File: config.mk
export PLATFORM = sky130hd
export DESIGN_NAME = flash_erase_seq
export DESIGN_NICKNAME = d
export VERILOG_FILES = /design/src/rtl/flash_erase_pkg.sv /design/src/rtl/flash_erase_seq.sv
export SDC_FILE = /design/constraint.sdc
export NUM_CORES = 1
export LEC_CHECK = 0
export BUFFER_PORTS_ARGS = -buffer_cell sky130_fd_sc_hd__buf_2
export CAP_MARGIN = 40
export CORE_MARGIN = 2
export CORE_UTILIZATION = 45
export DETAILED_ROUTE_END_ITERATION = 10
export HOLD_SLACK_MARGIN = 0.12
export SYNTH_ARGS = -nofsm -noshare
export SYNTH_HDL_FRONTEND = slang
export SYNTH_SLANG_ARGS = --single-unit
File: constraint.sdc
create_clock -name i_core_clk -period 5.1 [get_ports i_core_clk]
set_input_delay 0 -clock i_core_clk [delete_from_list [all_inputs] [get_ports i_core_clk]]
set_output_delay 0 -clock i_core_clk [all_outputs]
set_load 0.05 [all_outputs]
File: src/rtl/flash_erase_pkg.sv
// Purpose: constants and types for the serial flash erase and power-state sequencer
// Assumes: core clock 25 MHz, serial link sampled by the core clock
// Notes: erase times are plain defaults, shortened through module parameters
// Behaviour
// - 20H sector erase needs write enable latch set
// - Sector erase: opcode, three address bytes, any address
// - Chip-select must rise exactly after last address byte
// - Erase cycle holds busy flag, clears when done
// - Write enable latch cleared on the first erase cycle, unless a write enable pulse lands in that cycle
// - Protected sector is never erased
// - 52H erases 32KB block, enable and protect apply
// - D8H erases 64KB block, enable and protect apply
// - 60H or C7H chip erase, eight bits only
// - Chip erase only when nothing is protected
// - B9H alone enters deep sleep after delay
// - Deep sleep ignores everything except wake command
// - Chip-select high while idle means standby
// - Reset always lands in standby, not sleep
// - Sleep command needs chip-select rise after bit eight
// - Sleep command rejected while a cycle runs
// - Wake command alone, then wake delay
// - Wake command also leaves high performance state
// - Id read: three dummy bytes, id repeats MSB first
// - Wake or id ignored while busy
// - Serial input bits sampled on clock rising edge
package flash_erase_pkg;
	localparam int unsigned CLK_MHZ = 25;
	localparam logic [7:0] OP_SECTOR_ERASE = 8'h20;
	localparam logic [7:0] OP_BLOCK32_ERASE = 8'h52;
	localparam logic [7:0] OP_BLOCK64_ERASE = 8'hd8;
	localparam logic [7:0] OP_CHIP_ERASE_A = 8'h60;
	localparam logic [7:0] OP_CHIP_ERASE_B = 8'hc7;
	localparam logic [7:0] OP_DEEP_SLEEP = 8'hb9;
	localparam logic [7:0] OP_WAKE_ID = 8'hab;
	localparam logic [5:0] BITS_OPCODE = 6'h08;
	localparam logic [5:0] BITS_WITH_ADDR = 6'h20;
	localparam logic [5:0] BITS_MAX = 6'h3f;
	localparam logic [23:0] MASK_SECTOR = 24'h000fff;
	localparam logic [23:0] MASK_BLOCK32 = 24'h007fff;
	localparam logic [23:0] MASK_BLOCK64 = 24'h00ffff;
	localparam logic [23:0] MASK_CHIP = 24'hffffff;
	localparam logic [31:0] PROT_UNIT_SECTOR = 32'h00001000;
	localparam logic [31:0] PROT_UNIT_BLOCK = 32'h00010000;
	localparam int unsigned SECTOR_ERASE_TIME_US = 1000;
	localparam int unsigned BLOCK32_ERASE_TIME_US = 2000;
	localparam int unsigned BLOCK64_ERASE_TIME_US = 3000;
	localparam int unsigned CHIP_ERASE_TIME_US = 8000;
	localparam int unsigned SLEEP_ENTRY_TIME_NS = 3000;
	localparam int unsigned WAKE_DELAY_NS = 3000;
	localparam int unsigned WAKE_WITH_ID_DELAY_NS = 5000;
	localparam int unsigned SECTOR_ERASE_CYCLES = SECTOR_ERASE_TIME_US * CLK_MHZ;
	localparam int unsigned BLOCK32_ERASE_CYCLES = BLOCK32_ERASE_TIME_US * CLK_MHZ;
	localparam int unsigned BLOCK64_ERASE_CYCLES = BLOCK64_ERASE_TIME_US * CLK_MHZ;
	localparam int unsigned CHIP_ERASE_CYCLES = CHIP_ERASE_TIME_US * CLK_MHZ;
	// Longest delays, so rounded down
	localparam int unsigned SLEEP_ENTRY_CYCLES = SLEEP_ENTRY_TIME_NS * CLK_MHZ / 1000;
	localparam int unsigned WAKE_CYCLES = WAKE_DELAY_NS * CLK_MHZ / 1000;
	localparam int unsigned WAKE_WITH_ID_CYCLES = WAKE_WITH_ID_DELAY_NS * CLK_MHZ / 1000;

	typedef enum logic [4:0] {
		ST_IDLE = 5'h01,
		ST_ERASE = 5'h02,
		ST_SLEEP_ENTRY = 5'h04,
		ST_SLEEP = 5'h08,
		ST_WAKE = 5'h10
	} power_state_t;

	typedef enum logic [1:0] {
		KIND_SECTOR = 2'h0,
		KIND_BLOCK32 = 2'h1,
		KIND_BLOCK64 = 2'h2,
		KIND_CHIP = 2'h3
	} erase_kind_t;

	typedef struct packed {
		logic cs_n;
		logic sclk;
		logic si;
	} spi_pins_t;

	typedef struct packed {
		logic valid;
		erase_kind_t kind;
		logic [23:0] first_addr;
		logic [23:0] last_addr;
	} erase_req_t;
endpackage

File: src/rtl/flash_erase_seq.sv
// Purpose: erase, deep sleep and wake/id command handling of a serial flash
// Assumes: serial pins asynchronous to i_core_clk; link clock well below core clock
// Notes: array erase itself is done by the caller on o_erase_req
module flash_erase_seq
	import flash_erase_pkg::*;
#(
	parameter int unsigned SECTOR_CYCLES = SECTOR_ERASE_CYCLES,
	parameter int unsigned BLOCK32_CYCLES = BLOCK32_ERASE_CYCLES,
	parameter int unsigned BLOCK64_CYCLES = BLOCK64_ERASE_CYCLES,
	parameter int unsigned CHIP_CYCLES = CHIP_ERASE_CYCLES,
	parameter logic [31:0] ARRAY_BYTES = 32'h00080000,
	// Arbitrary value, not any real part's code
	parameter logic [7:0] DEVICE_ID = 8'h5a
) (
	input wire logic i_core_clk, // Core clock
	input wire logic i_reset_n, // Async reset, active low
	input wire spi_pins_t i_spi, // Chip-select, serial clock, serial in
	input wire logic i_write_enable_cmd, // Pulse: write enable decoded
	input wire logic i_high_perf_cmd, // Pulse: high performance entered
	input wire logic i_other_busy, // Program or write cycle running
	input wire logic [4:0] i_protect_bits, // Block protect bits 4..0
	output logic o_so, // Serial data out
	output logic o_so_oe_n, // Low while driving serial out
	output logic o_write_in_progress_flag, // Erase cycle running
	output logic o_write_enable_latch, // Write enable latch
	output logic o_high_perf_state, // High performance state
	output logic o_deep_sleep, // In deep sleep
	output logic o_standby, // Deselected and idle
	output logic o_cmd_rejected, // Pulse: frame discarded
	output erase_req_t o_erase_req // Erase start, valid one cycle
);
	spi_pins_t pin_meta;
	spi_pins_t pin_sync;
	spi_pins_t pin_prev;
	logic sclk_rise;
	logic sclk_fall;
	logic cs_fall;
	logic cs_rise;
	logic selected;
	logic [5:0] bit_cnt;
	logic [31:0] shift_in;
	logic [7:0] opcode;
	logic [23:0] addr;
	logic [2:0] id_idx;
	power_state_t state;
	power_state_t next_state;
	logic [31:0] timer;
	logic [31:0] next_timer;
	logic timer_done;
	logic wel_clear;
	logic is_erase_op;
	erase_kind_t op_kind;
	logic [5:0] need_bits;
	logic [23:0] region_lo;
	logic [23:0] region_hi;
	logic region_prot;
	logic go_erase;
	logic go_sleep;
	logic go_wake;
	logic hp_clear;
	logic id_ok;
	logic known_op;
	logic asleep;

	function automatic logic [23:0] region_mask(input erase_kind_t kind);
		case (kind)
			KIND_SECTOR: region_mask = MASK_SECTOR;
			KIND_BLOCK32: region_mask = MASK_BLOCK32;
			KIND_BLOCK64: region_mask = MASK_BLOCK64;
			default: region_mask = MASK_CHIP;
		endcase
	endfunction

	// Protected span grows from the top, or bottom when bit 3 is set
	function automatic logic overlaps_protect(input logic [4:0] bp, input logic [23:0] lo,
		input logic [23:0] hi);
		logic [31:0] unit;
		logic [31:0] span;
		unit = bp[4] ? PROT_UNIT_SECTOR : PROT_UNIT_BLOCK;
		span = (bp[2:0] == 3'h0) ? 32'h0 : (unit << (bp[2:0] - 3'h1));
		if (span > ARRAY_BYTES) begin
			span = ARRAY_BYTES;
		end
		if (span == 32'h0) begin
			overlaps_protect = 1'b0;
		end else if (bp[3]) begin
			overlaps_protect = {8'h00, lo} < span;
		end else begin
			overlaps_protect = {8'h00, hi} >= (ARRAY_BYTES - span);
		end
	endfunction

	function automatic logic [31:0] erase_cycles(input erase_kind_t kind);
		case (kind)
			KIND_SECTOR: erase_cycles = SECTOR_CYCLES;
			KIND_BLOCK32: erase_cycles = BLOCK32_CYCLES;
			KIND_BLOCK64: erase_cycles = BLOCK64_CYCLES;
			default: erase_cycles = CHIP_CYCLES;
		endcase
	endfunction

	// Pins cross into the core clock through two flops
	always_ff @(posedge i_core_clk or negedge i_reset_n) begin
		if (!i_reset_n) begin
			pin_meta <= '{cs_n: 1'b1, sclk: 1'b0, si: 1'b0};
			pin_sync <= '{cs_n: 1'b1, sclk: 1'b0, si: 1'b0};
			pin_prev <= '{cs_n: 1'b1, sclk: 1'b0, si: 1'b0};
		end else begin
			pin_meta <= i_spi;
			pin_sync <= pin_meta;
			pin_prev <= pin_sync;
		end
	end

	assign selected = ~pin_sync.cs_n;
	assign cs_fall = ~pin_sync.cs_n & pin_prev.cs_n;
	assign cs_rise = pin_sync.cs_n & ~pin_prev.cs_n;
	assign sclk_rise = selected & pin_sync.sclk & ~pin_prev.sclk;
	assign sclk_fall = selected & ~pin_sync.sclk & pin_prev.sclk;

	always_ff @(posedge i_core_clk or negedge i_reset_n) begin
		if (!i_reset_n) begin
			bit_cnt <= 6'h00;
			shift_in <= 32'h0;
			opcode <= 8'h00;
			addr <= 24'h000000;
		end else if (cs_fall) begin
			bit_cnt <= 6'h00;
			opcode <= 8'h00;
		end else if (sclk_rise) begin
			shift_in <= {shift_in[30:0], pin_sync.si};
			if (bit_cnt != BITS_MAX) begin
				bit_cnt <= bit_cnt + 6'h01;
			end
			if (bit_cnt == BITS_OPCODE - 6'h01) begin
				opcode <= {shift_in[6:0], pin_sync.si};
			end
			if (bit_cnt == BITS_WITH_ADDR - 6'h01) begin
				addr <= {shift_in[22:0], pin_sync.si};
			end
		end
	end

	always_comb begin
		is_erase_op = 1'b1;
		op_kind = KIND_CHIP;
		need_bits = BITS_OPCODE;
		case (opcode)
			OP_SECTOR_ERASE: begin
				op_kind = KIND_SECTOR;
				need_bits = BITS_WITH_ADDR;
			end
			OP_BLOCK32_ERASE: begin
				op_kind = KIND_BLOCK32;
				need_bits = BITS_WITH_ADDR;
			end
			OP_BLOCK64_ERASE: begin
				op_kind = KIND_BLOCK64;
				need_bits = BITS_WITH_ADDR;
			end
			OP_CHIP_ERASE_A, OP_CHIP_ERASE_B: begin
				op_kind = KIND_CHIP;
			end
			default: begin
				is_erase_op = 1'b0;
			end
		endcase
	end

	assign region_lo = (op_kind == KIND_CHIP) ? 24'h000000 : (addr & ~region_mask(op_kind));
	assign region_hi = region_lo | region_mask(op_kind);
	assign region_prot = overlaps_protect(i_protect_bits, region_lo, region_hi);

	assign go_erase = cs_rise && (state == ST_IDLE) && !i_other_busy && o_write_enable_latch
		&& is_erase_op && (bit_cnt == need_bits) && !region_prot;
	assign go_sleep = cs_rise && (state == ST_IDLE) && !i_other_busy
		&& (opcode == OP_DEEP_SLEEP) && (bit_cnt == BITS_OPCODE);
	assign go_wake = cs_rise && ((state == ST_SLEEP) || (state == ST_SLEEP_ENTRY))
		&& (opcode == OP_WAKE_ID) && ((bit_cnt == BITS_OPCODE) || (bit_cnt >= BITS_WITH_ADDR));
	assign hp_clear = cs_rise && (state == ST_IDLE) && !i_other_busy
		&& (opcode == OP_WAKE_ID) && (bit_cnt >= BITS_OPCODE);
	// Id streams after three dummy bytes
	assign id_ok = (opcode == OP_WAKE_ID) && (bit_cnt >= BITS_WITH_ADDR) && !i_other_busy
		&& ((state == ST_IDLE) || (state == ST_SLEEP));
	assign known_op = is_erase_op || (opcode == OP_DEEP_SLEEP) || (opcode == OP_WAKE_ID);
	assign timer_done = (timer == 32'h1);
	// Write enable and high perf ignored asleep or waking
	assign asleep = (state == ST_SLEEP) || (state == ST_WAKE);

	always_comb begin
		next_state = state;
		next_timer = (timer > 32'h0) ? timer - 32'h1 : 32'h0;
		case (state)
			ST_IDLE: begin
				if (go_erase) begin
					next_state = ST_ERASE;
					next_timer = erase_cycles(op_kind);
				end else if (go_sleep) begin
					next_state = ST_SLEEP_ENTRY;
					next_timer = SLEEP_ENTRY_CYCLES;
				end
			end
			ST_ERASE: begin
				if (timer_done) begin
					next_state = ST_IDLE;
				end
			end
			ST_SLEEP_ENTRY: begin
				if (go_wake) begin
					next_state = ST_WAKE;
					next_timer = WAKE_CYCLES;
				end else if (timer_done) begin
					next_state = ST_SLEEP;
				end
			end
			ST_SLEEP: begin
				if (go_wake) begin
					// Wake delay, longer after an id read
					next_state = ST_WAKE;
					next_timer = (bit_cnt == BITS_OPCODE) ? WAKE_CYCLES : WAKE_WITH_ID_CYCLES;
				end
			end
			ST_WAKE: begin
				if (timer_done) begin
					next_state = ST_IDLE;
				end
			end
			default: begin
				next_state = ST_IDLE;
				next_timer = 32'h0;
			end
		endcase
	end

	always_ff @(posedge i_core_clk or negedge i_reset_n) begin
		if (!i_reset_n) begin
			state <= ST_IDLE;
			timer <= 32'h0;
		end else begin
			state <= next_state;
			timer <= next_timer;
		end
	end

	// Latch dropped on first erase cycle
	assign wel_clear = (state == ST_ERASE) && (timer == erase_cycles(o_erase_req.kind));

	// Set wins so a write enable in the clearing cycle survives
	always_ff @(posedge i_core_clk or negedge i_reset_n) begin
		if (!i_reset_n) begin
			o_write_enable_latch <= 1'b0;
		end else if (i_write_enable_cmd && !asleep) begin
			o_write_enable_latch <= 1'b1;
		end else if (wel_clear) begin
			o_write_enable_latch <= 1'b0;
		end
	end

	always_ff @(posedge i_core_clk or negedge i_reset_n) begin
		if (!i_reset_n) begin
			o_high_perf_state <= 1'b0;
		end else if (i_high_perf_cmd && !asleep) begin
			o_high_perf_state <= 1'b1;
		end else if (hp_clear || go_wake) begin
			o_high_perf_state <= 1'b0;
		end
	end

	always_ff @(posedge i_core_clk or negedge i_reset_n) begin
		if (!i_reset_n) begin
			o_erase_req <= '0;
		end else begin
			o_erase_req.valid <= go_erase;
			if (go_erase) begin
				o_erase_req.kind <= op_kind;
				o_erase_req.first_addr <= region_lo;
				o_erase_req.last_addr <= region_hi;
			end
		end
	end

	// Recognised frame that ended without taking effect
	always_ff @(posedge i_core_clk or negedge i_reset_n) begin
		if (!i_reset_n) begin
			o_cmd_rejected <= 1'b0;
		end else begin
			o_cmd_rejected <= cs_rise && known_op && !go_erase && !go_sleep && !go_wake
				&& !hp_clear && (bit_cnt != 6'h00);
		end
	end

	// Id out on falling edges, MSB first, repeating
	always_ff @(posedge i_core_clk or negedge i_reset_n) begin
		if (!i_reset_n) begin
			o_so <= 1'b0;
			o_so_oe_n <= 1'b1;
			id_idx <= 3'h0;
		end else if (!selected) begin
			o_so_oe_n <= 1'b1;
			id_idx <= 3'h0;
		end else if (sclk_fall && id_ok) begin
			o_so <= DEVICE_ID[3'h7 - id_idx];
			o_so_oe_n <= 1'b0;
			id_idx <= id_idx + 3'h1;
		end
	end

	assign o_write_in_progress_flag = (state == ST_ERASE);
	assign o_deep_sleep = (state == ST_SLEEP);
	assign o_standby = pin_sync.cs_n && (state == ST_IDLE) && !i_other_busy;
endmodule

# Word level (Yosys, flattened, before mapping)
# Memories as Yosys holds them, arrays and structs flattened. A register that Yosys moved wholly into a read port is not among the register bits.
# Index checks and enable logic that the tools add are counted.
totals:
  register_bits: 164
  rom_bits: 8
  in_bits: 13
  output_inout_bits: 59
  wordCells: 182
  memories: 1
mem_list:
  columns: ["memory", "depth", "word_bits", "rd", "rd_clocked_by_memory_dff", "write_ports", "line", "rtl"]
  rows:
  - ["(no name shown)", 8, 1, 1, 1, 0, "flash_erase_seq.sv:302", "o_so <= DEVICE_ID[3'h7 - id_idx];"]
classes:
  addsub: 6
  n_lt_le_gt_ge: 6
  eq_ne: 28
  shift: 1
  n_mux: 40
  bitwise: 14
  reduce_logical: 63
ops:
  columns: ["operator", "count"]
  rows:
  - ["two-way mux 32 bit", 7]
  - ["one-hot mux 32 bit (4 select lines)", 1]
  - ["one-hot mux 18 bit (3 select lines)", 2]
  - ["one-hot mux 24 bit (3 select lines)", 1]
  - ["equality test 32 x 1 -> 1 bit, second input constant", 1]
  - ["equality test 32 bit", 1]
  - ["equality test 8 bit, second input constant", 4]
  - [">= comparator 24 x 32 -> 1 bit", 1]
  - ["> comparator 32 x 1 -> 1 bit, second input constant", 1]
  - ["> comparator 32 x 20 -> 1 bit, second input constant", 1]
  - ["logical NOT 32 bit", 1]
  - ["< comparator 24 x 32 -> 1 bit", 1]
  - ["left shift 17 x 3 -> 32 bit", 1]
  - ["subtractor 20 x 32 -> 32 bit, first input constant", 1]
  - ["subtractor 32 x 1 -> 32 bit, second input constant", 1]
  - ["two-way mux 5 bit", 6]
  - ["two-way mux 6 bit", 5]
  - ["logical AND 1 bit", 28]
  - ["AND 24 bit", 1]
  - ["two-way mux 24 bit", 1]
  - ["two-way mux 8 bit", 3]
  - ["NOT 24 bit", 1]
  - ["bitwise OR 24 bit", 1]
  - ["one-hot mux 5 bit (4 select lines)", 1]
  - ["other kinds (40)", 86]

# Longest topological paths before layout
# Gate-level depths: netlist of the first run.
logic_depth:
  ltp_word: 19
  ltp_mapped: 20
  mapped_depth_nobuf: 19

# Worst setup path after synthesis of the first run
# No wires, ideal clock.
synth_timing:
  path_kind: "register -> register"
  from: "reg opcode[4]"
  to: "reg timer[23]"
  setup_ns: 0.119
  arrival_ns: 4.130
  required_ns: 4.981
  setup_slack_ns: 0.851
  path_stages_with_launch: 15
  path_buffers: 3
  synth_period_minus_slack_ns: 4.249
  cell_sequence: "dfrtp_1 -> buf_2 -> or4_4 -> o41a_1 -> clkbuf_1 -> or3_1 -> ha_1 -> a2111oi_0 -> o211ai_1 -> o31a_1 -> o2111a_1 -> or4_4 -> a21oi_4 -> buf_4 -> nor2_1"
synth_between:
  elab_chain_len: 15
  word_cells_on_any_way: 39
  classes_between: "order compare: 2; eq/ne: 11; mux: 12; bitwise: 3; reduce/logical: 11"
synth_lines:
  columns: ["item", "line", "rtl"]
  rows:
  - ["start, declared", "flash_erase_seq.sv:42", "logic [7:0] opcode;"]
  - ["start signal, assigned", "flash_erase_seq.sv:136", "opcode <= {shift_in[6:0], pin_sync.si};"]
  - ["equality test 8 bit (tied with other cells)", "flash_erase_seq.sv:148", "case (opcode)"]
  - ["one-hot mux 2 bit (3 select lines) *", "flash_erase_seq.sv:148", null]
  - ["equality test 2 bit (tied with other cells)", "flash_erase_seq.sv:66", "case (kind)"]
  - ["one-hot mux 24 bit (3 select lines)", "flash_erase_seq.sv:66", null]
  - ["NOT 24 bit", "flash_erase_seq.sv:170", "assign region_lo = (op_kind == KIND_CHIP) ? 24'h000000 : (addr & ~region_mask(op_kind));"]
  - ["AND 24 bit", "flash_erase_seq.sv:170", null]
  - ["two-way mux 24 bit", "flash_erase_seq.sv:170", null]
  - ["bitwise OR 24 bit *", "flash_erase_seq.sv:171", "assign region_hi = region_lo | region_mask(op_kind);"]
  - ["net region_hi[14]", "flash_erase_seq.sv:55", "logic [23:0] region_hi;"]
  - [">= comparator 24 x 32 -> 1 bit *", "flash_erase_seq.sv:89", "overlaps_protect = {8'h00, hi} >= (ARRAY_BYTES - span);"]
  - ["two-way mux 1 bit *", "flash_erase_seq.sv:86", "end else if (bp[3]) begin"]
  - ["two-way mux 1 bit *", "flash_erase_seq.sv:84", "if (span == 32'h0) begin"]
  - ["logical NOT 1 bit *", "flash_erase_seq.sv:175", "&& is_erase_op && (bit_cnt == need_bits) && !region_prot;"]
  - ["logical AND 1 bit *", "flash_erase_seq.sv:175", null]
  - ["two-way mux 32 bit *", "flash_erase_seq.sv:195", "if (go_erase) begin"]
  - ["one-hot mux 32 bit (4 select lines) *", "flash_erase_seq.sv:193", "case (state)"]
  - ["net next_timer[23]", "flash_erase_seq.sv:48", "logic [31:0] next_timer;"]
  - ["end signal, assigned", "flash_erase_seq.sv:241", "timer <= next_timer;"]
  - ["end, declared", "flash_erase_seq.sv:47", "logic [31:0] timer;"]
# The timed path passes the listed nets; every way through them passes the cells marked *.
# A chain may end at the register's enable or synchronous reset.

# Final worst setup path of the first run
layout_timing:
  from: "reg opcode[4]"
  to: "reg o_erase_req[42] in the netlist's numbering"
layout_between:
  elab_chain_len: 13
  word_cells_on_any_way: 28
  classes_between: "order compare: 2; eq/ne: 9; mux: 7; bitwise: 3; reduce/logical: 7"
layout_lines:
  columns: ["item", "line", "rtl"]
  rows:
  - ["equality test 8 bit (tied with other cells)", "flash_erase_seq.sv:148", null]
  - ["one-hot mux 2 bit (3 select lines) *", "flash_erase_seq.sv:148", null]
  - ["equality test 2 bit (tied with other cells)", "flash_erase_seq.sv:66", null]
  - ["one-hot mux 24 bit (3 select lines)", "flash_erase_seq.sv:66", null]
  - ["NOT 24 bit", "flash_erase_seq.sv:170", null]
  - ["AND 24 bit", "flash_erase_seq.sv:170", null]
  - ["two-way mux 24 bit", "flash_erase_seq.sv:170", null]
  - ["bitwise OR 24 bit *", "flash_erase_seq.sv:171", null]
  - ["net region_hi[15]", "flash_erase_seq.sv:55", null]
  - [">= comparator 24 x 32 -> 1 bit *", "flash_erase_seq.sv:89", null]
  - ["two-way mux 1 bit *", "flash_erase_seq.sv:86", null]
  - ["two-way mux 1 bit *", "flash_erase_seq.sv:84", null]
  - ["logical NOT 1 bit *", "flash_erase_seq.sv:175", null]
  - ["logical AND 1 bit *", "flash_erase_seq.sv:175", null]
  - ["end, declared", "flash_erase_seq.sv:30", "output erase_req_t o_erase_req"]
# Marked as above.

==> out/results.ini, run 1 <==
[place]
io_buffers = 59
place_area_sq_mm = 0.00775
hpwl_um = 12200
dp.cells = 1007
dpl_worst_slack_ns = 0.384
globalplace.congestion = 0.855

[power_and_ir_drop]
ir_worst_vdd_mv = 0.237
cellLeakagePower_nw = 4.29
pwr_density_cell_mw_per_mm2 = 286
power.total_mw = 2.40

[critical_path]
cp_max_fo = 24
cp_slowest_cell = or4_1
end_kind = flop
cp_cell_sequence = or4_4 > or4_1 > nand2_1 > nand3_1 > ha_1 > a2111oi_0 > o211ai_1 > o31a_1 > o2111a_1 > or4_1 > buf_4 > nand2_1 > nand2_1
timing.critical_path.buf_inv = 1
reg2reg_depth = 13
crit_family = simple AND/OR/NAND/NOR gates
cp_data_required_time_ns = 5.42
cp.arrival_ns = 5.09
cp.depth = 13
critPathKind = flop to flop
critical-path-max-stage-delay_ns = 0.76
cp-start-kind = flop
cp_common_cell = nand2_1

[clock_tree]
cts_made_buffers = 17
cts_tree = done
clock-sinks = 130
clk_pin_slew_worst_paths_ns = 0.06
cts_root_buf = clkbuf_16
cts_max_level = 4
clockBufferDepth = 2
clock_latency_ns = 0.43
ctsResizeCount = 0

[cells_and_area]
diodes = 0
fin_nets = 868
areaGrowthSynthToFinish_pct = 14.1
finalNonFillerCells = 1046
fin_area_sq_mm = 0.00839
utilization_pct = 52.6
nFillCells = 1487
drive_gt1_share_pct = 18.9

[drt]
wl_per_cell_um = 15.9
drt_iter0_markers = 367
vias = 5608
totalWireLength_um = 16600
viasPerCell = 5.36
drc = 0
drt.antenna.violating_nets = 0
dr.pass1.iters = 4

[synth]
synth_cells = 759
synth_enable_flop_cells = 0
ys_seq_area_share_pct = 44.3
synth_top_flop_cell = dfrtp_1
async_flop_share_pct = 100
ys_ff_latch = 130
synth_area_per_cell_sq_um = 9.69
syn_area_sq_mm = 0.00735
synth_warnings = 0
yosysUniqueCellTypes = 64

[timing]
setup_ws_ns = 0.323
tns_ns = 0
finalClockSkew_ns = 0.00959
hold_violations = 0
relSlewSlack_pct = 45.8
fin_crit_sh_pct = 93.7
fmax_ghz = 0.209
drv_slew = 0
rsz0062_at_grt = false
holdWs_ns = 0.205
fin_crit_ns = 4.78
max_slew.worst_pin.slew_ns = 0.813
setup_viol = 0

[worst_hold_path]
hold_path.class = input pin to async pin

[floorplanning]
coreArea_sq_mm = 0.0159
num_rows = 46
die_w_um = 132
die_area_sq_mm = 0.0174
ios = 72
initial_core_util_pct = 46.1
die_y_um = 132

[grt]
grt_usage_pct = 20.3
grt_max_degree = 90
grt_overflow = 0
antenna_found_initial = 0
grt_pass1_vias = 5561
grt_pass1_wl_um = 28400

[outcome]
outcome = finished clean

[job]
drv_cap = 0

flip-flops by register name (all words and copies together), names as in the netlist, 5 cells and up:
| name | cells |
|---|---|
| shift_in | 23 |
| o_erase_req | 28 |
| bit_cnt | 6 |
| timer | 32 |
| opcode | 8 |
| addr | 12 |
| state | 5 |
path summary, 6_finish.rpt:
path,from,endpoint,slack [ns]
min in group i_core_clk,i_spi[1],pin_meta[1],0.21
max in group asynchronous,i_reset_n,pin_meta[2],3.86
worst min register to register,pin_meta[0],pin_sync[0],0.35
worst max register to register,opcode[4],o_erase_req[42],0.32
worst min-delay path,i_reset_n,timer[1],0.20
worst max-delay path,opcode[4],o_erase_req[42],0.32
cells in the mapped netlist, drive strengths merged (6+ instances only):
library cell | instances | area share (%)
nor2 | 62 | 3.2
buf | 34 | 3.3
ha | 38 | 6.5
inv | 22 | 1.1
a21o | 10 | 1.0
clkbuf | 17 | 0.87
xor2 | 15 | 1.8
o211ai | 6 | 0.61
nor4 | 18 | 1.6
nand4 | 11 | 0.94
or2 | 11 | 0.94
xnor2 | 31 | 3.7
or4 | 10 | 1.1
nor3 | 15 | 1.0
nand2 | 107 | 5.5
o21ai | 21 | 1.4
a22o | 10 | 1.2
dfrtp | 125 | 43
or3 | 6 | 0.51
and3 | 9 | 0.77
nor2b | 16 | 1.4
nand2b | 8 | 0.68
nand3 | 16 | 1.1
a21oi | 24 | 1.8
and2 | 9 | 0.77
mux2 | 35 | 5.4
routing by layer:
| layer | up-vias | wire length, um | share of wire [%] | GRT usage [%] |
|---|---|---|---|---|
| met5 | - | 0 | 0 | 0 |
| met4 | 0 | 360 | 2.2 | 7.13 |
| li1 | 2752 | - | - | - |
| met1 | 2715 | 8070 | 49 | 28.2 |
| met2 | 114 | 7590 | 46 | 31.1 |
| met3 | 27 | 589 | 3.5 | 4.88 |
what timing repair did:
item / 4_1_cts / 5_1_grt
endpoints found under the hold margin: 94 / 0
hold buffers: 7 / 0
setup buffers: 0 / 0
cell families after synthesis:
logic type / Yosys count / share of synthesized area, %
adder cells (fa/ha/maj): 38 / 6.46
multiplexers: 37 / 5.63
flip-flops: 130 / 44.3
other: 2 / 0.102
AND/OR/NAND/NOR: 326 / 22.7
XOR/XNOR: 46 / 5.48
buffers and inverters: 73 / 5.33
AO/OA/AOI/OAI: 107 / 10.0
layout by cell type, fill, tap and decap left out, types with 4 or more instances in the layout:
cell type | synthesis | layout
o211ai_1 | 6 | 6
nor3b_1 | 5 | 5
a21oi_1 | 23 | 23
nor3_1 | 15 | 15
nand2_1 | 107 | 107
nand3_1 | 16 | 16
nand3b_1 | 5 | 5
or2_2 | 11 | 11
o21ai_0 | 19 | 19
o21a_1 | 4 | 4
and4_1 | 5 | 5
and2_1 | 9 | 9
nor2_1 | 62 | 61
or3_1 | 6 | 6
and3_1 | 9 | 9
o22ai_1 | 5 | 5
dlygate4sd3_1 | 0 | 7
xnor2_1 | 31 | 31
inv_1 | 21 | 21
or4_1 | 8 | 8
nor2b_1 | 16 | 16
nand4_1 | 11 | 11
a22o_1 | 10 | 10
dfstp_2 | 5 | 5
nand2b_1 | 8 | 8
ha_1 | 38 | 38
xor2_1 | 15 | 15
buf_4 | 26 | 8
clkbuf_16 | 0 | 17
a21o_1 | 10 | 10
buf_2 | 4 | 58
nor4_1 | 17 | 17
mux2_2 | 35 | 35
conb_1 | 2 | 18
dfrtp_1 | 125 | 125
a2111oi_0 | 5 | 4
final cells by class:
cell class	count	area (sq um)	area share, %
clock buffer	22	474	5.65
multi-input combinational	572	3770	45.0
timing repair buffer	74	432	5.14
tap	216	270	3.22
sequential	130	3260	38.8
clock inverter	10	101	1.21
inverter	22	82.6	0.984
power by group:
part | internal (mW) | total [mW] | switching, mW
clock | 0.712 | 1.18 | 0.463
combinational | 0.0541 | 0.153 | 0.0985
sequential | 1.05 | 1.07 | 0.0156
worst reg2reg max path, stage by stage (launching register included):
cell	delay, ns
dfrtp_1	0.48
or4_4	0.56
or4_1	0.54
nand2_1	0.20
nand3_1	0.15
ha_1	0.34
a2111oi_0	0.41
o211ai_1	0.18
o31a_1	0.27
o2111a_1	0.27
or4_1	0.76
buf_4	0.33
nand2_1	0.11
nand2_1	0.06
(Power assumes the default switching activity.)
==> run 2, diff against run 1 <==
--- a/config.mk
+++ b/config.mk
@@ -9,6 +9,7 @@
 export CAP_MARGIN = 40
 export CORE_MARGIN = 2
 export CORE_UTILIZATION = 45
+export CTS_BUF_LIST = sky130_fd_sc_hd__clkbuf_16
 export DETAILED_ROUTE_END_ITERATION = 10
 export HOLD_SLACK_MARGIN = 0.12
 export SYNTH_ARGS = -nofsm -noshare
==> run 2 against run 1 <==
Effect of this change:
- sequential share of layout area grew 0.14 points
- global-route usage shrank 0.081 points
- sequential cell count is the same
- clock power shrank 5%
- maximum frequency shrank 0.15%
- setup slack lost 0.0070 ns
==> out/results.ini, run 2 (synthesis results as in run 1) <==
[timing]
fin_crit_ns = 4.78
relSlewSlack_pct = 45.6
drv_slew = 0
finalClockSkew_ns = 0.00939
fmax_ghz = 0.209
hold_violations = 0
fin_crit_sh_pct = 93.8
rsz0062_at_grt = false
max_slew.worst_pin.slew_ns = 0.816
tns_ns = 0
setup_viol = 0

[critical_path]
critPathKind = flop to flop
crit_end = o_erase_req[42]
reg2reg_slack_ns = 0.32
cp_data_required_time_ns = 5.42
rr_endpoint = o_erase_req[42]
reg2reg_depth = 13
cp_max_fo = 24
startpoint = opcode[4]
worstReg2RegStart = opcode[4]
cp.arrival_ns = 5.10
end_kind = flop
cp-start-kind = flop

[cells_and_area]
largest_registers = timer (32), o_erase_req (28), shift_in (23)
largest_register = timer
utilization_pct = 52.4
drive_gt1_share_pct = 18.6
areaGrowthSynthToFinish_pct = 13.7
final_common_cell = dfrtp_1
diodes = 0
fin_nets = 868
final_cell_mix = 125 x dfrtp_1, 107 x nand2_1, 61 x nor2_1, 58 x buf_2, 38 x ha_1
largest_register_ffs = 32

[drt]
vias = 5602
wl_per_cell_um = 15.8
viasPerCell = 5.36
drc = 0
drt.antenna.violating_nets = 0
totalWireLength_um = 16500
drt_iter0_markers = 368
dr.pass1.iters = 4

[grt]
grt_max_degree = 90
grt_pass1_wl_um = 28200
antenna_found_initial = 0
grt_overflow = 0
grt_usage_pct = 20.2
grt_pass1_vias = 5538

[clock_tree]
cts_tree = done
cts_root_buf = clkbuf_16
clock-sinks = 130
clock_latency_ns = 0.43
cts_made_buffers = 17
ctsResizeCount = 0
cts_max_level = 4
clockBufferDepth = 2
clk_pin_slew_worst_paths_ns = 0.06

[power_and_ir_drop]
sw_frac_of_total_pct = 24.5
power.total_mw = 2.35
clockPowerShare_pct = 47.9
pwr_density_cell_mw_per_mm2 = 281
comb_power_share_pct = 6.5
p_sw_mw = 0.575
seqPwrFrac_pct = 45.6
p_int_mw = 1.77
ir_worst_vdd_mv = 0.238
cellLeakagePower_nw = 4.29

[floorplanning]
die_y_um = 132
initial_core_util_pct = 46.1
coreArea_sq_mm = 0.0159
num_rows = 46
ios = 72
die_w_um = 132
die_area_sq_mm = 0.0174

[place]
io_buffers = 59
hpwl_um = 12200
globalplace.congestion = 0.855

[job]
drv_cap = 0

[worst_hold_path]
hold_path.class = input pin to async pin

[outcome]
outcome = finished clean

==> run 2: changes by cell type in the layout (fill, tap and decap cells not counted), sizes merged <==
cell / change
clkbuf: -5
clkinv: +3
inv: +2
==> run 2: layout make-up <==
cell class,count,area (sq um)
fill,1494,7580
multi-input combinational,572,3770
clock buffer,17,425
timing repair buffer,74,432
tap,216,270
clock inverter,15,120
inverter,22,82.6
sequential,130,3260
==> run 2: worst min-delay path by stage <==
stage / from / to / cells after the start
after CTS: i_spi[1] / pin_meta[1] / 2
after detailed placement: i_spi[2] / pin_meta[2] / 1
final: i_reset_n / timer[1] / 2
after floorplan: i_reset_n / addr[12] / 0
after global routing: i_spi[0] / pin_meta[0] / 2
after global placement: i_spi[2] / pin_meta[2] / 1
==> run 2: power by group through the flow <==
stage	registers [mW]	clock network (mW)	logic (mW)
6_report	1.07	1.12	0.153
5_1_grt	1.07	1.21	0.172
4_1_cts	1.07	1.16	0.155
3_5_place_dp	1.09	0	0.149
3_3_place_gp	1.09	0	0.144
2_1_floorplan	1.08	0	0.110
==> run 2: worst max-delay path, stage by stage (launching register included) <==
cell and delay (ns):
dfrtp_1 0.48, or4_4 0.56, or4_1 0.54, nand2_1 0.20, nand3_1 0.15, ha_1 0.34
a2111oi_0 0.41, o211ai_1 0.18, o31a_1 0.27, o2111a_1 0.27, or4_1 0.77, buf_4 0.33
nand2_1 0.10, nand2_1 0.05
==> run 2: what timing repair did <==
item | 4_1_cts | 5_1_grt
setup buffers | 0 | 0
endpoints found under the hold margin | 94 | 0
hold buffers | 7 | 0
==> run 2: metrics by stage <==
stage / worst slack, ns / instance area [sq um] / hold slack, ns / std cells
final: 0.316 / 8360 / 0.204 / 1046
after global routing: 0.107 / 8360 / 0.196 / 1046
after CTS: 0.337 / 8360 / 0.181 / 1046
after detailed placement: 0.384 / 7750 / 0.107 / 1007
after global placement: 0.539 / 7750 / 0.105 / 1007
after floorplan: 0.851 / 7410 / -0.296 / 775
==> run 2: per-layer routing <==
layer / global-route usage [%] / up-vias / routed length, um
met5: 0 / - / 0
met4: 7.00 / 0 / 267
met3: 4.88 / 22 / 579
met2: 30.9 / 99 / 7620
met1: 28.2 / 2729 / 8050
li1: - / 2752 / -
